[src/core/spc_pkg.sv]
// spc_pkg: register map, field positions, reset values and rate divisors
// for the first serial port's control block.
// assumes: the cpu special-function bus uses byte addresses as offsets.
`default_nettype none
package spc_pkg;
  localparam logic [7:0] ADDR_PCON  = 8'h87;
  localparam logic [7:0] ADDR_CON   = 8'h98;
  localparam logic [7:0] ADDR_BUF   = 8'h99;
  localparam logic [7:0] ADDR_CFG   = 8'h9c;
  localparam logic [7:0] ADDR_SLV   = 8'ha9;
  localparam logic [7:0] ADDR_MASK  = 8'hb9;

  localparam logic [7:0] RST_PCON = 8'h00;
  localparam logic [7:0] RST_CON  = 8'h00;
  localparam logic [7:0] RST_CFG  = 8'h08;
  localparam logic [7:0] RST_ADDR = 8'h00;

  // serial_control fields
  localparam int CON_SM0  = 7;
  localparam int CON_SM1  = 6;
  localparam int CON_SM2  = 5;
  localparam int CON_REN  = 4;
  localparam int CON_TB8  = 3;
  localparam int CON_RB8  = 2;
  localparam int CON_TI   = 1;
  localparam int CON_RI   = 0;
  // power_and_baud_control fields
  localparam int PCON_DBL    = 7;
  localparam int PCON_ERRSEL = 6;
  // serial_configuration fields
  localparam int CFG_TSEL  = 7;
  localparam int CFG_XDBL  = 6;
  localparam int CFG_URM   = 5;
  localparam int CFG_SM3   = 4;
  localparam int CFG_DOR   = 3;
  localparam int CFG_TIBLK  = 2;
  localparam int CFG_TISHR  = 1;
  localparam int CFG_ENHSEL = 0;

  // bit lengths in rate ticks, and the last count of the /3 prescale
  localparam logic [6:0] DIV_SLOW = 7'h0c;
  localparam logic [6:0] DIV_FAST = 7'h04;
  localparam logic [6:0] DIV_M2   = 7'h40;
  localparam logic [6:0] DIV_M13  = 7'h20;
  localparam logic [1:0] PRE_LAST = 2'h2;

  localparam logic [2:0] MODE_SHIFT = 3'h0;
  localparam logic [2:0] MODE_8B    = 3'h1;
  localparam logic [2:0] MODE_9BFIX = 3'h2;
  localparam logic [2:0] MODE_9BVAR = 3'h3;
  localparam logic [2:0] MODE_SPI   = 3'h4;

  typedef enum logic [2:0] {TX_IDLE, TX_SYNC, TX_START, TX_DATA, TX_NINTH, TX_STOP} spc_tx_e;
  typedef enum logic [2:0] {RX_IDLE, RX_START, RX_DATA, RX_NINTH, RX_STOP} spc_rx_e;
endpackage : spc_pkg
`default_nettype wire

[src/core/spc_serial_port0.sv]
// spc_serial_port0: sfr registers, uart / shift / spi engines and address
// recognition of serial port 0.
// assumes: all inputs synchronous to mclk; baud overflows are 1-cycle pulses.
`default_nettype none
// Functional notes
// [RL1] mode from three bits; modes 0/4 shift
// [RL2] mode 2 rate system_clock/64..8 or /192..24; the code reaches /64../16 or /192../48
// [RL3] invalid stop sets frame error, software clears
// [RL4] control bit 7 is frame error or mode
// [RL5] frame error latched whatever the select
// [RL6] modes 2/3 filter on ninth bit, address
// [RL7] mode 1 filter on stop bit, address
// [RL8] software keeps recognition off in mode 0
// [RL9] reception only while receive enable set; mode 4 loads the buffer after each transfer regardless of enable
// [RL10] modes 2/3 send software ninth bit
// [RL11] received ninth bit: data or stop
// [RL12] transmit flag at bit 8 / stop start
// [RL13] receive flag at bit 8 / mid stop
// [RL14] one buffer: write transmits, read receives
// [RL15] given address masked by mask register
// [RL16] broadcast address is address or mask
// [RL17] address registers reset to zero
// [RL18] mask reachable only with enhanced select low
// [RL19] baud double in modes 1, 2, 3
// [RL20] timer select swaps timer 1 overflow
// [RL21] extra double when its bit is set
// [RL22] bit order: 1 lsb first, 0 msb
// [RL23] shift rate system_clock/4 or system_clock/12
// [RL24] enhanced select steers shared location
// [RL25] buffer write starts transmission
// [RL26] uart frame: start, data, ninth, stop
module spc_serial_port0 (
  input  wire logic       mclk,
  input  wire logic       sys_rst,
  input  wire logic [7:0] sfr_addr,
  input  wire logic       sfr_wr,
  input  wire logic       sfr_rd,
  input  wire logic [7:0] sfr_wdata,
  output var  logic [7:0] sfr_rdata_r,
  input  wire logic       rxd_in,
  output var  logic       rxd_out_r,
  output var  logic       rxd_oe_r,
  output var  logic       txd_out_r,
  input  wire logic       miso_in,
  input  wire logic       tmr1_ovf,
  input  wire logic       tmr2_ovf,
  input  wire logic       s1_brt_ovf,
  input  wire logic       tmr2_baud_sel,
  output var  logic       serial_irq_r,
  output var  logic       sysflag_ti_r
);
  import spc_pkg::*;

  logic [7:0] pcon_r, pcon_nxt, con_r, con_nxt, cfg_r, cfg_nxt;
  logic [7:0] slv_r, slv_nxt, mask_r, mask_nxt, rbuf_r, rbuf_nxt;
  logic [7:0] tsh_r, tsh_nxt, rsh_r, rsh_nxt, rdata_nxt;
  logic       ferr_r, ferr_nxt, rx9_r, rx9_nxt, sync_rx_r, sync_rx_nxt, rxd_q_r;
  logic       txd_nxt, rxo_nxt, rxoe_nxt, irq_nxt, sysf_nxt;
  logic [6:0] tx_cnt_r, tx_cnt_nxt, rx_cnt_r, rx_cnt_nxt, bit_len, half;
  logic [2:0] tx_bit_r, tx_bit_nxt, rx_bit_r, rx_bit_nxt, mode;
  logic [1:0] pre_r, pre_nxt, dbl;
  spc_tx_e    tx_st_r, tx_st_nxt;
  spc_rx_e    rx_st_r, rx_st_nxt;
  logic       tick, tx_last, rx_last, sync_md, uart_md, nine, lsb1st, in_bit;
  logic       baud_ovf, hit, wr_con, wr_buf, ti_set, ri_set, ferr_set, accept;

  assign mode    = {cfg_r[CFG_SM3], con_r[CON_SM0], con_r[CON_SM1]}; // [RL1]
  assign sync_md = (mode == MODE_SHIFT) || (mode == MODE_SPI);
  assign uart_md = (mode == MODE_8B) || nine;
  assign nine    = (mode == MODE_9BFIX) || (mode == MODE_9BVAR);
  assign lsb1st  = cfg_r[CFG_DOR];
  assign dbl     = {1'b0, pcon_r[PCON_DBL]} + {1'b0, cfg_r[CFG_XDBL]}; // [RL19] [RL21]
  // sync modes count system clocks, uart modes count rate ticks
  assign bit_len = sync_md ? (cfg_r[CFG_URM] ? DIV_FAST : DIV_SLOW) // [RL23]
                 : ((mode == MODE_9BFIX ? DIV_M2 : DIV_M13) >> dbl); // [RL2]
  assign half    = bit_len >> 1;
  assign baud_ovf = tmr2_baud_sel ? tmr2_ovf : (cfg_r[CFG_TSEL] ? s1_brt_ovf : tmr1_ovf); // [RL20]
  // the /3 prescale gives the /192../48 family in mode 2
  assign tick    = sync_md || ((mode == MODE_9BFIX) ? (!cfg_r[CFG_URM] || pre_r == PRE_LAST) : baud_ovf);
  assign tx_last = tick && (tx_cnt_r == bit_len - 7'd1);
  assign rx_last = tick && (rx_cnt_r == bit_len - 7'd1);
  assign in_bit  = (mode == MODE_SPI) ? miso_in : rxd_in;
  assign hit     = (((rsh_r ^ slv_r) & mask_r) == 8'h00) // [RL15]
                || ((~rsh_r & (slv_r | mask_r)) == 8'h00); // [RL16]
  assign wr_con  = sfr_wr && (sfr_addr == ADDR_CON);
  assign wr_buf  = sfr_wr && (sfr_addr == ADDR_BUF);

  always_comb begin
    pcon_nxt = pcon_r;   con_nxt = con_r;     cfg_nxt = cfg_r;
    slv_nxt = slv_r;     mask_nxt = mask_r;   rbuf_nxt = rbuf_r;
    tsh_nxt = tsh_r;     rsh_nxt = rsh_r;     ferr_nxt = ferr_r;
    rx9_nxt = rx9_r;     sync_rx_nxt = sync_rx_r;
    tx_st_nxt = tx_st_r; tx_cnt_nxt = tx_cnt_r; tx_bit_nxt = tx_bit_r;
    rx_st_nxt = rx_st_r; rx_cnt_nxt = rx_cnt_r; rx_bit_nxt = rx_bit_r;
    ti_set = 1'b0;       ri_set = 1'b0;       ferr_set = 1'b0; accept = 1'b0;
    pre_nxt = (pre_r == PRE_LAST) ? 2'h0 : pre_r + 2'h1;
    if (tick && tx_st_r != TX_IDLE)
      tx_cnt_nxt = tx_last ? 7'h00 : tx_cnt_r + 7'h01;
    if (tick && rx_st_r != RX_IDLE)
      rx_cnt_nxt = rx_last ? 7'h00 : rx_cnt_r + 7'h01;

    case (tx_st_r)
      TX_IDLE: begin
        // mode 0 reception runs the shift clock, gated by enable and a clear flag
        if (mode == MODE_SHIFT && con_r[CON_REN] && !con_r[CON_RI]) begin // [RL9]
          tx_st_nxt = TX_SYNC;
          sync_rx_nxt = 1'b1;
          tx_cnt_nxt = 7'h00;
          tx_bit_nxt = 3'h0;
        end
      end
      TX_SYNC: begin
        if (tick && tx_cnt_r == half - 7'd1)
          rsh_nxt = lsb1st ? {in_bit, rsh_r[7:1]} : {rsh_r[6:0], in_bit}; // [RL22]
        if (tx_last) begin
          tsh_nxt = lsb1st ? {1'b0, tsh_r[7:1]} : {tsh_r[6:0], 1'b0};
          tx_bit_nxt = tx_bit_r + 3'h1;
          if (tx_bit_r == 3'h7) begin
            tx_st_nxt = TX_IDLE;
            if (sync_rx_r) begin
              ri_set = 1'b1; // [RL13]
              rbuf_nxt = rsh_nxt;
            end else begin
              ti_set = 1'b1; // [RL12]
              if (mode == MODE_SPI)
                rbuf_nxt = rsh_nxt;
            end
          end
        end
      end
      TX_START: if (tx_last) begin
        tx_st_nxt = TX_DATA;
        tx_bit_nxt = 3'h0;
      end
      TX_DATA: if (tx_last) begin
        tsh_nxt = lsb1st ? {1'b0, tsh_r[7:1]} : {tsh_r[6:0], 1'b0};
        tx_bit_nxt = tx_bit_r + 3'h1;
        if (tx_bit_r == 3'h7) begin
          tx_st_nxt = nine ? TX_NINTH : TX_STOP; // [RL26]
          ti_set = !nine; // [RL12]
        end
      end
      TX_NINTH: if (tx_last) begin
        tx_st_nxt = TX_STOP;
        ti_set = 1'b1; // [RL12]
      end
      TX_STOP: if (tx_last)
        tx_st_nxt = TX_IDLE;
      default: tx_st_nxt = TX_IDLE;
    endcase
    // a write restarts the engine even mid-byte; software paces on the flag
    if (wr_buf) begin
      tsh_nxt = sfr_wdata;
      tx_cnt_nxt = 7'h00;
      tx_bit_nxt = 3'h0;
      sync_rx_nxt = 1'b0;
      tx_st_nxt = sync_md ? TX_SYNC : (uart_md ? TX_START : TX_IDLE); // [RL25]
    end

    case (rx_st_r)
      RX_IDLE: if (uart_md && con_r[CON_REN] && rxd_q_r && !rxd_in) begin // [RL9]
        rx_st_nxt = RX_START;
        rx_cnt_nxt = half;
      end
      RX_START: if (rx_last) begin
        rx_st_nxt = rxd_in ? RX_IDLE : RX_DATA;
        rx_bit_nxt = 3'h0;
      end
      RX_DATA: if (rx_last) begin
        rsh_nxt = lsb1st ? {rxd_in, rsh_r[7:1]} : {rsh_r[6:0], rxd_in}; // [RL22]
        rx_bit_nxt = rx_bit_r + 3'h1;
        if (rx_bit_r == 3'h7)
          rx_st_nxt = nine ? RX_NINTH : RX_STOP;
      end
      RX_NINTH: if (rx_last) begin
        rx9_nxt = rxd_in;
        rx_st_nxt = RX_STOP;
      end
      RX_STOP: if (rx_last) begin
        rx_st_nxt = RX_IDLE;
        ferr_set = !rxd_in; // [RL3] [RL5]
        if (nine)
          accept = !con_r[CON_SM2] || (rx9_r && hit); // [RL6]
        else
          accept = !con_r[CON_SM2] || (rxd_in && hit); // [RL7]
        if (accept && !con_r[CON_RI]) begin
          ri_set = 1'b1; // [RL13]
          rbuf_nxt = rsh_r;
          con_nxt[CON_RB8] = nine ? rx9_r : rxd_in; // [RL11]
        end
      end
      default: rx_st_nxt = RX_IDLE;
    endcase
    if (!con_r[CON_REN] || !uart_md)
      rx_st_nxt = RX_IDLE; // [RL9]

    if (wr_con) begin
      con_nxt[6:0] = sfr_wdata[6:0];
      if (pcon_r[PCON_ERRSEL])
        ferr_nxt = sfr_wdata[CON_SM0]; // [RL4]
      else
        con_nxt[CON_SM0] = sfr_wdata[CON_SM0]; // [RL4]
    end
    if (sfr_wr && sfr_addr == ADDR_PCON) pcon_nxt = sfr_wdata;
    if (sfr_wr && sfr_addr == ADDR_CFG) cfg_nxt = sfr_wdata;
    if (sfr_wr && sfr_addr == ADDR_SLV) slv_nxt = sfr_wdata;
    if (sfr_wr && sfr_addr == ADDR_MASK && !cfg_r[CFG_ENHSEL])
      mask_nxt = sfr_wdata; // [RL18] [RL24]
    // hardware set wins over a same-cycle software clear
    if (ti_set) con_nxt[CON_TI] = 1'b1;
    if (ri_set) con_nxt[CON_RI] = 1'b1;
    if (ferr_set) ferr_nxt = 1'b1; // [RL5]

    rdata_nxt = 8'h00;
    if (sfr_rd) begin
      case (sfr_addr)
        ADDR_PCON:  rdata_nxt = pcon_r;
        ADDR_CON:   rdata_nxt = {pcon_r[PCON_ERRSEL] ? ferr_r : con_r[CON_SM0], con_r[6:0]}; // [RL4]
        ADDR_BUF:   rdata_nxt = rbuf_r; // [RL14]
        ADDR_CFG:   rdata_nxt = cfg_r;
        ADDR_SLV:   rdata_nxt = slv_r;
        ADDR_MASK:  rdata_nxt = cfg_r[CFG_ENHSEL] ? 8'h00 : mask_r; // [RL24]
        default:    rdata_nxt = 8'h00;
      endcase
    end

    // pin values follow the next state so outputs line up with the state register
    rxo_nxt = lsb1st ? tsh_nxt[0] : tsh_nxt[7];
    rxoe_nxt = (tx_st_nxt == TX_SYNC) && !sync_rx_nxt;
    case (tx_st_nxt)
      TX_SYNC:  txd_nxt = (tx_cnt_nxt >= half);
      TX_START: txd_nxt = 1'b0; // [RL26]
      TX_DATA:  txd_nxt = rxo_nxt;
      TX_NINTH: txd_nxt = con_nxt[CON_TB8]; // [RL10]
      default:  txd_nxt = 1'b1;
    endcase
    irq_nxt = con_nxt[CON_RI] || (con_nxt[CON_TI] && !cfg_nxt[CFG_TIBLK]);
    sysf_nxt = con_nxt[CON_TI] && cfg_nxt[CFG_TISHR];
  end

  always_ff @(posedge mclk or posedge sys_rst) begin
    if (sys_rst) begin
      pcon_r <= RST_PCON;  con_r <= RST_CON;   cfg_r <= RST_CFG; // [RL22]
      slv_r <= RST_ADDR;   mask_r <= RST_ADDR; // [RL17]
      rbuf_r <= 8'h00;     tsh_r <= 8'h00;     rsh_r <= 8'h00;
      ferr_r <= 1'b0;      rx9_r <= 1'b0;      sync_rx_r <= 1'b0;  rxd_q_r <= 1'b1;
      tx_st_r <= TX_IDLE;  tx_cnt_r <= 7'h00;  tx_bit_r <= 3'h0;
      rx_st_r <= RX_IDLE;  rx_cnt_r <= 7'h00;  rx_bit_r <= 3'h0;   pre_r <= 2'h0;
      sfr_rdata_r <= 8'h00; rxd_out_r <= 1'b0; rxd_oe_r <= 1'b0;   txd_out_r <= 1'b1;
      serial_irq_r <= 1'b0; sysflag_ti_r <= 1'b0;
    end else begin
      pcon_r <= pcon_nxt;   con_r <= con_nxt;     cfg_r <= cfg_nxt;
      slv_r <= slv_nxt;     mask_r <= mask_nxt;
      rbuf_r <= rbuf_nxt;   tsh_r <= tsh_nxt;     rsh_r <= rsh_nxt;
      ferr_r <= ferr_nxt;   rx9_r <= rx9_nxt;     sync_rx_r <= sync_rx_nxt; rxd_q_r <= rxd_in;
      tx_st_r <= tx_st_nxt; tx_cnt_r <= tx_cnt_nxt; tx_bit_r <= tx_bit_nxt;
      rx_st_r <= rx_st_nxt; rx_cnt_r <= rx_cnt_nxt; rx_bit_r <= rx_bit_nxt; pre_r <= pre_nxt;
      sfr_rdata_r <= rdata_nxt; rxd_out_r <= rxo_nxt; rxd_oe_r <= rxoe_nxt; txd_out_r <= txd_nxt;
      serial_irq_r <= irq_nxt; sysflag_ti_r <= sysf_nxt;
    end
  end

  chk_ferr_sticky: assert property (@(posedge mclk) disable iff (sys_rst) // [RL3]
    ferr_r && !wr_con |=> ferr_r) else $error("frame error flag lost");
  chk_ferr_any_select: assert property (@(posedge mclk) disable iff (sys_rst) // [RL5]
    rx_st_r == RX_STOP && rx_last && !rxd_in |=> ferr_r) else $error("frame error not latched");
  chk_addr_filter: assert property (@(posedge mclk) disable iff (sys_rst) // [RL6]
    ri_set && nine && con_r[CON_SM2] |-> rx9_r && hit) else $error("address filter passed bad frame");
  chk_addr_reset: assert property (@(posedge mclk) // [RL17]
    $fell(sys_rst) |-> slv_r == 8'h00 && mask_r == 8'h00) else $error("address registers not cleared");
  chk_ren_gate: assert property (@(posedge mclk) disable iff (sys_rst) // [RL9]
    !con_r[CON_REN] |=> rx_st_r == RX_IDLE) else $error("reception while disabled");
  chk_tx_start: assert property (@(posedge mclk) disable iff (sys_rst) // [RL25]
    wr_buf && uart_md |=> tx_st_r == TX_START ##1 !txd_out_r) else $error("write did not start frame");
  chk_ninth_out: assert property (@(posedge mclk) disable iff (sys_rst) // [RL10]
    tx_st_r == TX_NINTH |-> txd_out_r == con_r[CON_TB8]) else $error("ninth bit wrong on line");
  chk_mode2_rate: assert property (@(posedge mclk) disable iff (sys_rst) // [RL2]
    mode == MODE_9BFIX && dbl == 2'h0 |-> bit_len == 7'h40) else $error("mode 2 rate wrong");
  chk_shift_rate: assert property (@(posedge mclk) disable iff (sys_rst) // [RL23]
    sync_md && !cfg_r[CFG_URM] |-> bit_len == 7'h0c) else $error("shift rate wrong");
  chk_ti_stop: assert property (@(posedge mclk) disable iff (sys_rst) // [RL12]
    uart_md && $rose(tx_st_r == TX_STOP) && !wr_buf |-> con_r[CON_TI]) else $error("transmit flag late");
endmodule // spc_serial_port0
`default_nettype wire

[config.mk]
export PLATFORM = sky130hd
export DESIGN_NAME = spc_serial_port0
export DESIGN_NICKNAME = d
export VERILOG_FILES = /design/src/core/spc_pkg.sv /design/src/core/spc_serial_port0.sv
export SDC_FILE = /design/constraint.sdc
export NUM_CORES = 1
export LEC_CHECK = 0
export ABC_AREA = 1
export BUFFER_PORTS_ARGS = -buffer_cell sky130_fd_sc_hd__buf_2
export CAP_MARGIN = 15
export CORE_MARGIN = 10
export CORE_UTILIZATION = 30
export DETAILED_ROUTE_END_ITERATION = 7
export PLACE_DENSITY = 0.53
export SLEW_MARGIN = 30
export SYNTH_ARGS = -nofsm -noshare
export SYNTH_HDL_FRONTEND = slang
export SYNTH_SLANG_ARGS = --single-unit
[constraint.sdc]
create_clock -name mclk -period 6.13 [get_ports mclk]
set_input_delay 0.9195 -clock mclk [delete_from_list [all_inputs] [get_ports mclk]]
set_output_delay 0.9195 -clock mclk [all_outputs]
set_load 0.005 [all_outputs]
-- Word level (Yosys, flattened, before mapping)
Index checks and enable logic that the tools add are counted.
- register bits: 109
- bits in latches: 0
- memory bits (writable): 0
- bits in read-only memories: 0
- bits of input ports: 26
- output and inout port bits: 13
- word-level logic and storage cells: 258
- memories kept: 0
- $add $sub $neg: 8
- multiply operators: 0
- divide/modulo/power cells: 0
- $lt $le $gt $ge: 1
- equal/unequal tests: 40
- shift-type cells: 1
- muxes and demuxes: 104
- bitwise operators: 6
- reductions and logical operators: 68
- operators with widths (cell ; number):
    $mux W8 ; 20
    $mux W7 ; 11
    $mux W3 ; 23
    $eq A8 B8 Y1 const B ; 6
    $pmux W8 S6 ; 1
    $mux W1 ; 37
    $eq A3 B2 Y1 const B ; 8
    $ne A3 B3 Y1 const B ; 8
    $logic_and A1 B1 Y1 ; 23
    $eq A3 B3 Y1 const B ; 7
    $eq A7 B7 Y1 ; 3
    $pmux W3 S6 ; 1
    $and A8 B8 Y8 ; 2
    $logic_not A8 Y1 ; 2
    $reduce_bool A2 Y1 ; 8
    $pmux W3 S5 ; 1
    $add A7 B1 Y7 const B ; 2
    $eq A3 B1 Y1 const B ; 4
    $logic_not A1 Y1 ; 10
    $logic_or A1 B1 Y1 ; 10
    $logic_not A3 Y1 ; 3
    $pmux W3 S3 ; 1
    $mux W2 ; 4
    $mux W4 ; 2
    other kinds (24) ; 31

-- Longest topological paths before layout
- depth in word-level cells: 17
- depth in mapped cells: 27

-- Worst setup path after synthesis
No wires, ideal clock.
- path kind: reg-to-reg
- from: register pcon_r[7]
- to: register txd_out_r
- setup time: 82 ps
- arrival time: 3343 ps
- required time: 6048 ps
- slack: 2705 ps
- cell stages (with the launch flop): 26
- buffers on the path: 0
- clock period less this slack: 3425 ps
- cells stage by stage: dfrtp_1 ha_1 nand2_1 nand3_1 o21ai_0 inv_1 ha_1 xnor2_1 nor2_1 nand2_1 nor2_1 nand3_2 nor2_4 nand2_4 o21bai_2 nor2_1 ha_1 a21oi_1 nand2_1 nand3_1 nand2_1 a21o_1 nor2_1 nand2_1 nand2_1 nand3_1
- word-level cells in the longest chain between the ends: 13
- ends and longest elaborated chain (element ; line ; source):
    from (decl) ; spc_serial_port0.sv:54 ; logic [7:0] pcon_r, pcon_nxt, con_r, con_nxt, cfg_r, cfg_nxt;
    from (signal assigned) ; spc_serial_port0.sv:252 ; pcon_r <= pcon_nxt; con_r <= con_nxt; cfg_r <= cfg_nxt;
    $add A1 B1 Y2 * ; spc_serial_port0.sv:72 ; assign dbl = {1'b0, pcon_r[PCON_DBL]} + {1'b0, cfg_r[CFG_XDBL]};
    $shr A7 B2 Y7 * ; spc_serial_port0.sv:75 ; : ((mode == MODE_9BFIX ? DIV_M2 : DIV_M13) >> dbl);
    $mux W7 * ; spc_serial_port0.sv:74 ; assign bit_len = sync_md ? (cfg_r[CFG_URM] ? DIV_FAST : DIV_SLOW)
    $sub A7 B1 Y7 * ; spc_serial_port0.sv:80 ; assign tx_last = tick && (tx_cnt_r == bit_len - 7'd1);
    $eq A7 B7 Y1 * ; spc_serial_port0.sv:80 ;
    $logic_and A1 B1 Y1 * ; spc_serial_port0.sv:80 ;
    $mux W7 * ; spc_serial_port0.sv:98 ; tx_cnt_nxt = tx_last ? 7'h00 : tx_cnt_r + 7'h01;
    $mux W7 * ; spc_serial_port0.sv:97 ; if (tick && tx_st_r != TX_IDLE)
    $mux W7 ; spc_serial_port0.sv:105 ; if (mode == MODE_SHIFT && con_r[CON_REN] && !con_r[CON_RI]) begin
    $mux W7 * ; spc_serial_port0.sv:102 ; case (tx_st_r)
    $mux W7 * ; spc_serial_port0.sv:152 ; if (wr_buf) begin
    via tx_cnt_nxt[2] ; spc_serial_port0.sv:59 ; logic [6:0] tx_cnt_r, tx_cnt_nxt, rx_cnt_r, rx_cnt_nxt, bit_len, half;
    $ge A7 B6 Y1 * ; spc_serial_port0.sv:231 ; TX_SYNC: txd_nxt = (tx_cnt_nxt >= half);
    $pmux W1 S4 * ; spc_serial_port0.sv:230 ; case (tx_st_nxt)
    via txd_nxt ; spc_serial_port0.sv:58 ; logic txd_nxt, rxo_nxt, rxoe_nxt, irq_nxt, sysf_nxt;
    to (signal assigned) ; spc_serial_port0.sv:258 ; sfr_rdata_r <= rdata_nxt; rxd_out_r <= rxo_nxt; rxd_oe_r <= rxoe_nxt; txd_out_r <= txd_nxt;
    to (decl) ; spc_serial_port0.sv:43 ; output var logic txd_out_r,
The timed path passes the listed nets; every way through them passes the cells marked *. The select of a mux whose other input is x is not followed.
A chain may end at the register's enable or synchronous reset.

-- Worst setup path after layout
- from: register con_r[7]
- to: register txd_out_r
- word-level cells in the longest chain between the ends: 14
- ends and longest elaborated chain (element ; line):
    from (decl) ; spc_serial_port0.sv:54
    from (signal assigned) ; spc_serial_port0.sv:252
    $eq A3 B2 Y1 ; spc_serial_port0.sv:75, spc_serial_port0.sv:79
    $mux W7 ; spc_serial_port0.sv:75
    $shr A7 B2 Y7 ; spc_serial_port0.sv:75
    $mux W7 ; spc_serial_port0.sv:74
    $sub A7 B1 Y7 ; spc_serial_port0.sv:80
    $eq A7 B7 Y1 ; spc_serial_port0.sv:80
    $logic_and A1 B1 Y1 ; spc_serial_port0.sv:80
    $mux W7 ; spc_serial_port0.sv:98
    $mux W7 ; spc_serial_port0.sv:97
    $mux W7 ; spc_serial_port0.sv:105
    $mux W7 * ; spc_serial_port0.sv:102
    $mux W7 * ; spc_serial_port0.sv:152
    via tx_cnt_nxt[2] ; spc_serial_port0.sv:59
    $ge A7 B6 Y1 * ; spc_serial_port0.sv:231
    $pmux W1 S4 * ; spc_serial_port0.sv:230
    via txd_nxt ; spc_serial_port0.sv:58
Marks and branches as above.

==> qor.tcl <==
set qor(global_route_wire_length_before_repair_mm) 29.1
set qor(synth_ff_type) {sky130_fd_sc_hd__dfrtp_1}
set qor(worst_r2r_path_cells) 24
set qor(post_synth_most_frequent_cells) {sky130_fd_sc_hd__nand2_1, sky130_fd_sc_hd__inv_1, sky130_fd_sc_hd__dfrtp_1, sky130_fd_sc_hd__o21ai_0, sky130_fd_sc_hd__nor2_1}
set qor(post_route_cells_drive_above_1_share_pct) 11.5
set qor(p_seq_share_pct) 42.8
set qor(top_routing_layer_used) {met4}
set qor(timing.critical_path.cells) {nor2_2 -> inv_2 -> o21ai_0 -> inv_1 -> ha_1 -> xnor2_1 -> nor2_1 -> nand2_1 -> nor2_1 -> nand3_2 -> nor2_4 -> nand2_4 -> o21bai_2 -> nor2_1 -> ha_1 -> a21oi_1 -> nand2_1 -> nand3_1 -> nand2_1 -> a21o_1 -> nor2_1 -> nand2_1 -> nand2_1 -> nand3_1}
set qor(setup_tns_ns) 0
set qor(syn_inst) 820
set qor(initial_core_util_pct) 30.8
set qor(grt_pass1_vias) 5454
set qor(placed_cells_incl_taps) 1116
set qor(tritoncts) {yes}
set qor(final_period_minus_worst_setup_slack_ns) 3.88
set qor(die_y_um) 165
set qor(wl_mm) 18.0
set qor(non_filler_instance_count_after_layout) 1132
set qor(detail_route.wirelength.met1_mm) 8.56
set qor(finalHoldViolations) 0
set qor(cts_made_buffers) 9
set qor(clock_power_share_pct) 29.6
set qor(gp_congestion) 0.858
set qor(largest_fanout_on_the_critical_path) 7
set qor(cts_buffer_depth) 2
set qor(ir_worst_vdd_uv) 151
set qor(syn_avg_cell_area_um2) 7.67
set qor(syn2layout_area_growth_pct) 13.0
set qor(fraction_of_synthesis_flops_using_an_asynchronous_set_or_reset_pin_pct) 100
set qor(cts_setup_buffers) 0
set qor(synth_nets) 859
set qor(largest_net_degree_at_the_start_of_global_routing) 71
set qor(n_antenna_cell) 0
set qor(total_leakage_power_uw) 0.00343
set qor(clkTransAtPathRegs_ns) 0.08
set qor(syn_area_um2) 6290
set qor(finalHoldWorstSlack_ns) 0.429
set qor(tightest_slew_ns) 0.952
set qor(cts_hold_buffers) 0
set qor(dpl_worst_slack_ns) 2.06
set qor(power_share_of_the_combinational_group_pct) 27.7
set qor(hold_path_class) {reg -> reg}
set qor(nNetsFinal) 896
set qor(final.setup_skew_ns) 0.0110
set qor(fmax_ghz) 0.258
set qor(yosysWarningCount) 0
set qor(std_cell_rows) 52
set qor(grt_remaining_overflow) 0
set qor(hold_depth) 1
set qor(die_area_um2) 27100
set qor(maxSlewHeadroom_pct) 36.3
set qor(switching_share_pct) 35.9
set qor(clock_sinks) 109
set qor(wl_per_cell_um) 15.9
set qor(wl_met2_mm) 8.50
set qor(num_vias) 5615
set qor(fin_crit_sh_pct) 63.2
set qor(maxCapViolCount) 0
set qor(worst-endpoint-arrival_ns) 4.16
set qor(drt_pre_antenna_iters) 5
set qor(synthTopCellsByArea) {sky130_fd_sc_hd__dfrtp_1, sky130_fd_sc_hd__nand2_1, sky130_fd_sc_hd__inv_1}
set qor(antenna_violations_before_repair) 0
set qor(number_of_setup_violations_in_the_final_report) 0
set qor(critical_path_class) {reg -> reg}
set qor(detail_route.drc_violations) 0
set qor(cp_slowest_cell) {sky130_fd_sc_hd__dfrtp_1}
set qor(ios) 39
set qor(synth.yosys.seq_area_share_pct) 43.5
set qor(status) {completed}
set qor(dpl.hpwl_mm) 13.7
set qor(drt_first_iter_violations) 350
set qor(drt.antenna.violating_nets) 0
set qor(groute.usage.overall_pct) 13.5
set qor(fin_ws_ns) 2.25
set qor(setup.worst_path.start_class) {flip-flop}
set qor(synth_top_area_cell) {sky130_fd_sc_hd__dfrtp_1}
set qor(post-synth-top-area-fraction_pct) 42.2
set qor(cts.root.buffer_cell) {sky130_fd_sc_hd__clkbuf_16}
set qor(cts_resized) 0
set qor(postSynthRegisterBits) 109
set qor(endpoint_kind) {flip-flop}
set qor(setup_repair_after_global_routing_missed_its_margin) {no}
set qor(worst_path_largest_cell_delay_ns) 0.45
set qor(port-buffer-count) 38
set qor(h-tree-depth) 3
set qor(cellPowerDensity_nw_per_um2) 310
set qor(placeableCoreArea_um2) 20400
set qor(maxSlewViolCount) 0
set qor(power.internal_uw) 1410
set qor(cp_common_cell) {sky130_fd_sc_hd__nand2_1}
set qor(critPathRequiredTime_ns) 6.42
set qor(clk-insertion-delay-late_ns) 0.36
set qor(synth_cell_types) 46
set qor(number_of_enable_flip_flop_cells_after_synthesis) 0
set qor(die-width_um) 165
set qor(synth_most_common_cell) {sky130_fd_sc_hd__nand2_1}
set qor(p_switching_uw) 792
set qor(routed-wl-met3_um) 504
set qor(vias_per_cell) 4.96
[layer usage]
| metal | vias up | GRT usage [%] |
|---|---|---|
| li1 | 2817 | - |
| met1 | 2662 | 18.1 |
| met2 | 112 | 21.9 |
| met3 | 24 | 1.72 |
| met4 | 0 | 5.27 |
| met5 | - | 0 |
[cell type report]
cell class	instances	area [um2]
Clock buffer	10	229
Clock inverter	6	93.8
Fill cell	2182	13300
Inverter	119	452
Multi-Input combinational cell	578	3060
Sequential cell	109	2730
Tap cell	270	338
Timing Repair Buffer	40	205
[power groups by stage]
stage	clock (uW)	sequential (uW)	combinational, uW
after floorplan	0	915	476
after global placement	0	959	610
after detailed placement	0	955	612
after CTS	665	944	612
after global routing	693	962	706
final	652	944	610
[state kept, by name, indices dropped and copies added (netlist names), 2 cells and up]
name,count
cfg_r,8
con_r,8
mask_r,8
pcon_r,8
rbuf_r,8
rsh_r,8
sfr_rdata_r,8
slv_r,8
tsh_r,8
rx_cnt_r,7
tx_cnt_r,7
rx_bit_r,3
rx_st_r,3
tx_bit_r,3
tx_st_r,3
pre_r,2
[cell families (layout without fill, tap and decap cells)]
group,count (synthesis),count (layout),share of synthesized area (%)
XOR/XNOR,12,12,1.67
adder cells (fa/ha/maj),13,13,2.59
AO/OA/AOI/OAI,190,190,18.0
buffers and inverters,133,175,8.10
flip-flops,109,109,43.5
AND/OR/NAND/NOR,363,363,26.2
[final timing paths]
path	start	endpoint	slack, ns
max	con_r[7]	txd_out_r	2.25
min	pre_r[0]	pre_r[0]	0.43
min in group asynchronous	sys_rst	pcon_r[3]	0.66
min reg2reg	pre_r[0]	pre_r[0]	0.43
max in group asynchronous	sys_rst	rx_bit_r[2]	4.49
max reg2reg	con_r[7]	txd_out_r	2.25
[placed cells by master, fill, tap and decap left out, types with 2 or more instances in the layout]
cell type	n
sky130_fd_sc_hd__nor3_1	10
sky130_fd_sc_hd__nor4_1	3
sky130_fd_sc_hd__bufinv_16	2
sky130_fd_sc_hd__dfrtp_1	106
sky130_fd_sc_hd__buf_4	2
sky130_fd_sc_hd__a22o_1	2
sky130_fd_sc_hd__nand2_2	6
sky130_fd_sc_hd__buf_2	38
sky130_fd_sc_hd__and2_1	3
sky130_fd_sc_hd__o21ai_0	73
sky130_fd_sc_hd__a211oi_1	2
sky130_fd_sc_hd__nand3_2	5
sky130_fd_sc_hd__xor2_1	11
sky130_fd_sc_hd__a311oi_1	7
sky130_fd_sc_hd__nand2_1	176
sky130_fd_sc_hd__o22ai_1	16
sky130_fd_sc_hd__clkbuf_16	9
sky130_fd_sc_hd__o21ai_1	25
sky130_fd_sc_hd__nor2_4	5
sky130_fd_sc_hd__inv_6	2
sky130_fd_sc_hd__o21a_1	8
sky130_fd_sc_hd__nor2_1	70
sky130_fd_sc_hd__a21oi_1	21
sky130_fd_sc_hd__ha_1	13
sky130_fd_sc_hd__nor2_2	6
sky130_fd_sc_hd__o211ai_1	16
sky130_fd_sc_hd__clkinv_1	2
sky130_fd_sc_hd__nand3_1	53
sky130_fd_sc_hd__nand4_1	16
sky130_fd_sc_hd__or2_2	4
sky130_fd_sc_hd__inv_1	110
sky130_fd_sc_hd__inv_2	6
sky130_fd_sc_hd__a31oi_1	11
sky130_fd_sc_hd__nor3_2	2
sky130_fd_sc_hd__dfstp_2	3
[worst max-delay path: cells and delay by family, from the launching register on]
family / cells / cell delay (ns)
and+or+nand+nor: 15 / 1.57
xor gates and xnor gates: 1 / 0.15
adders and majority gates: 2 / 0.66
DFF: 1 / 0.45
AOI/OAI and AO/OA: 4 / 0.74
buffers and inverters: 2 / 0.24
[metrics by stage]
step | power [uW] | utilization [%] | area [um2]
3_5_place_dp | 1570 | 33.2 | 6780
2_1_floorplan | 1390 | - | 6290
5_1_grt | 2360 | 34.8 | 7110
3_3_place_gp | 1570 | 33.1 | 6770
6_report | 2210 | 34.8 | 7110
4_1_cts | 2220 | 34.7 | 7100
(Power assumes the default switching activity.)
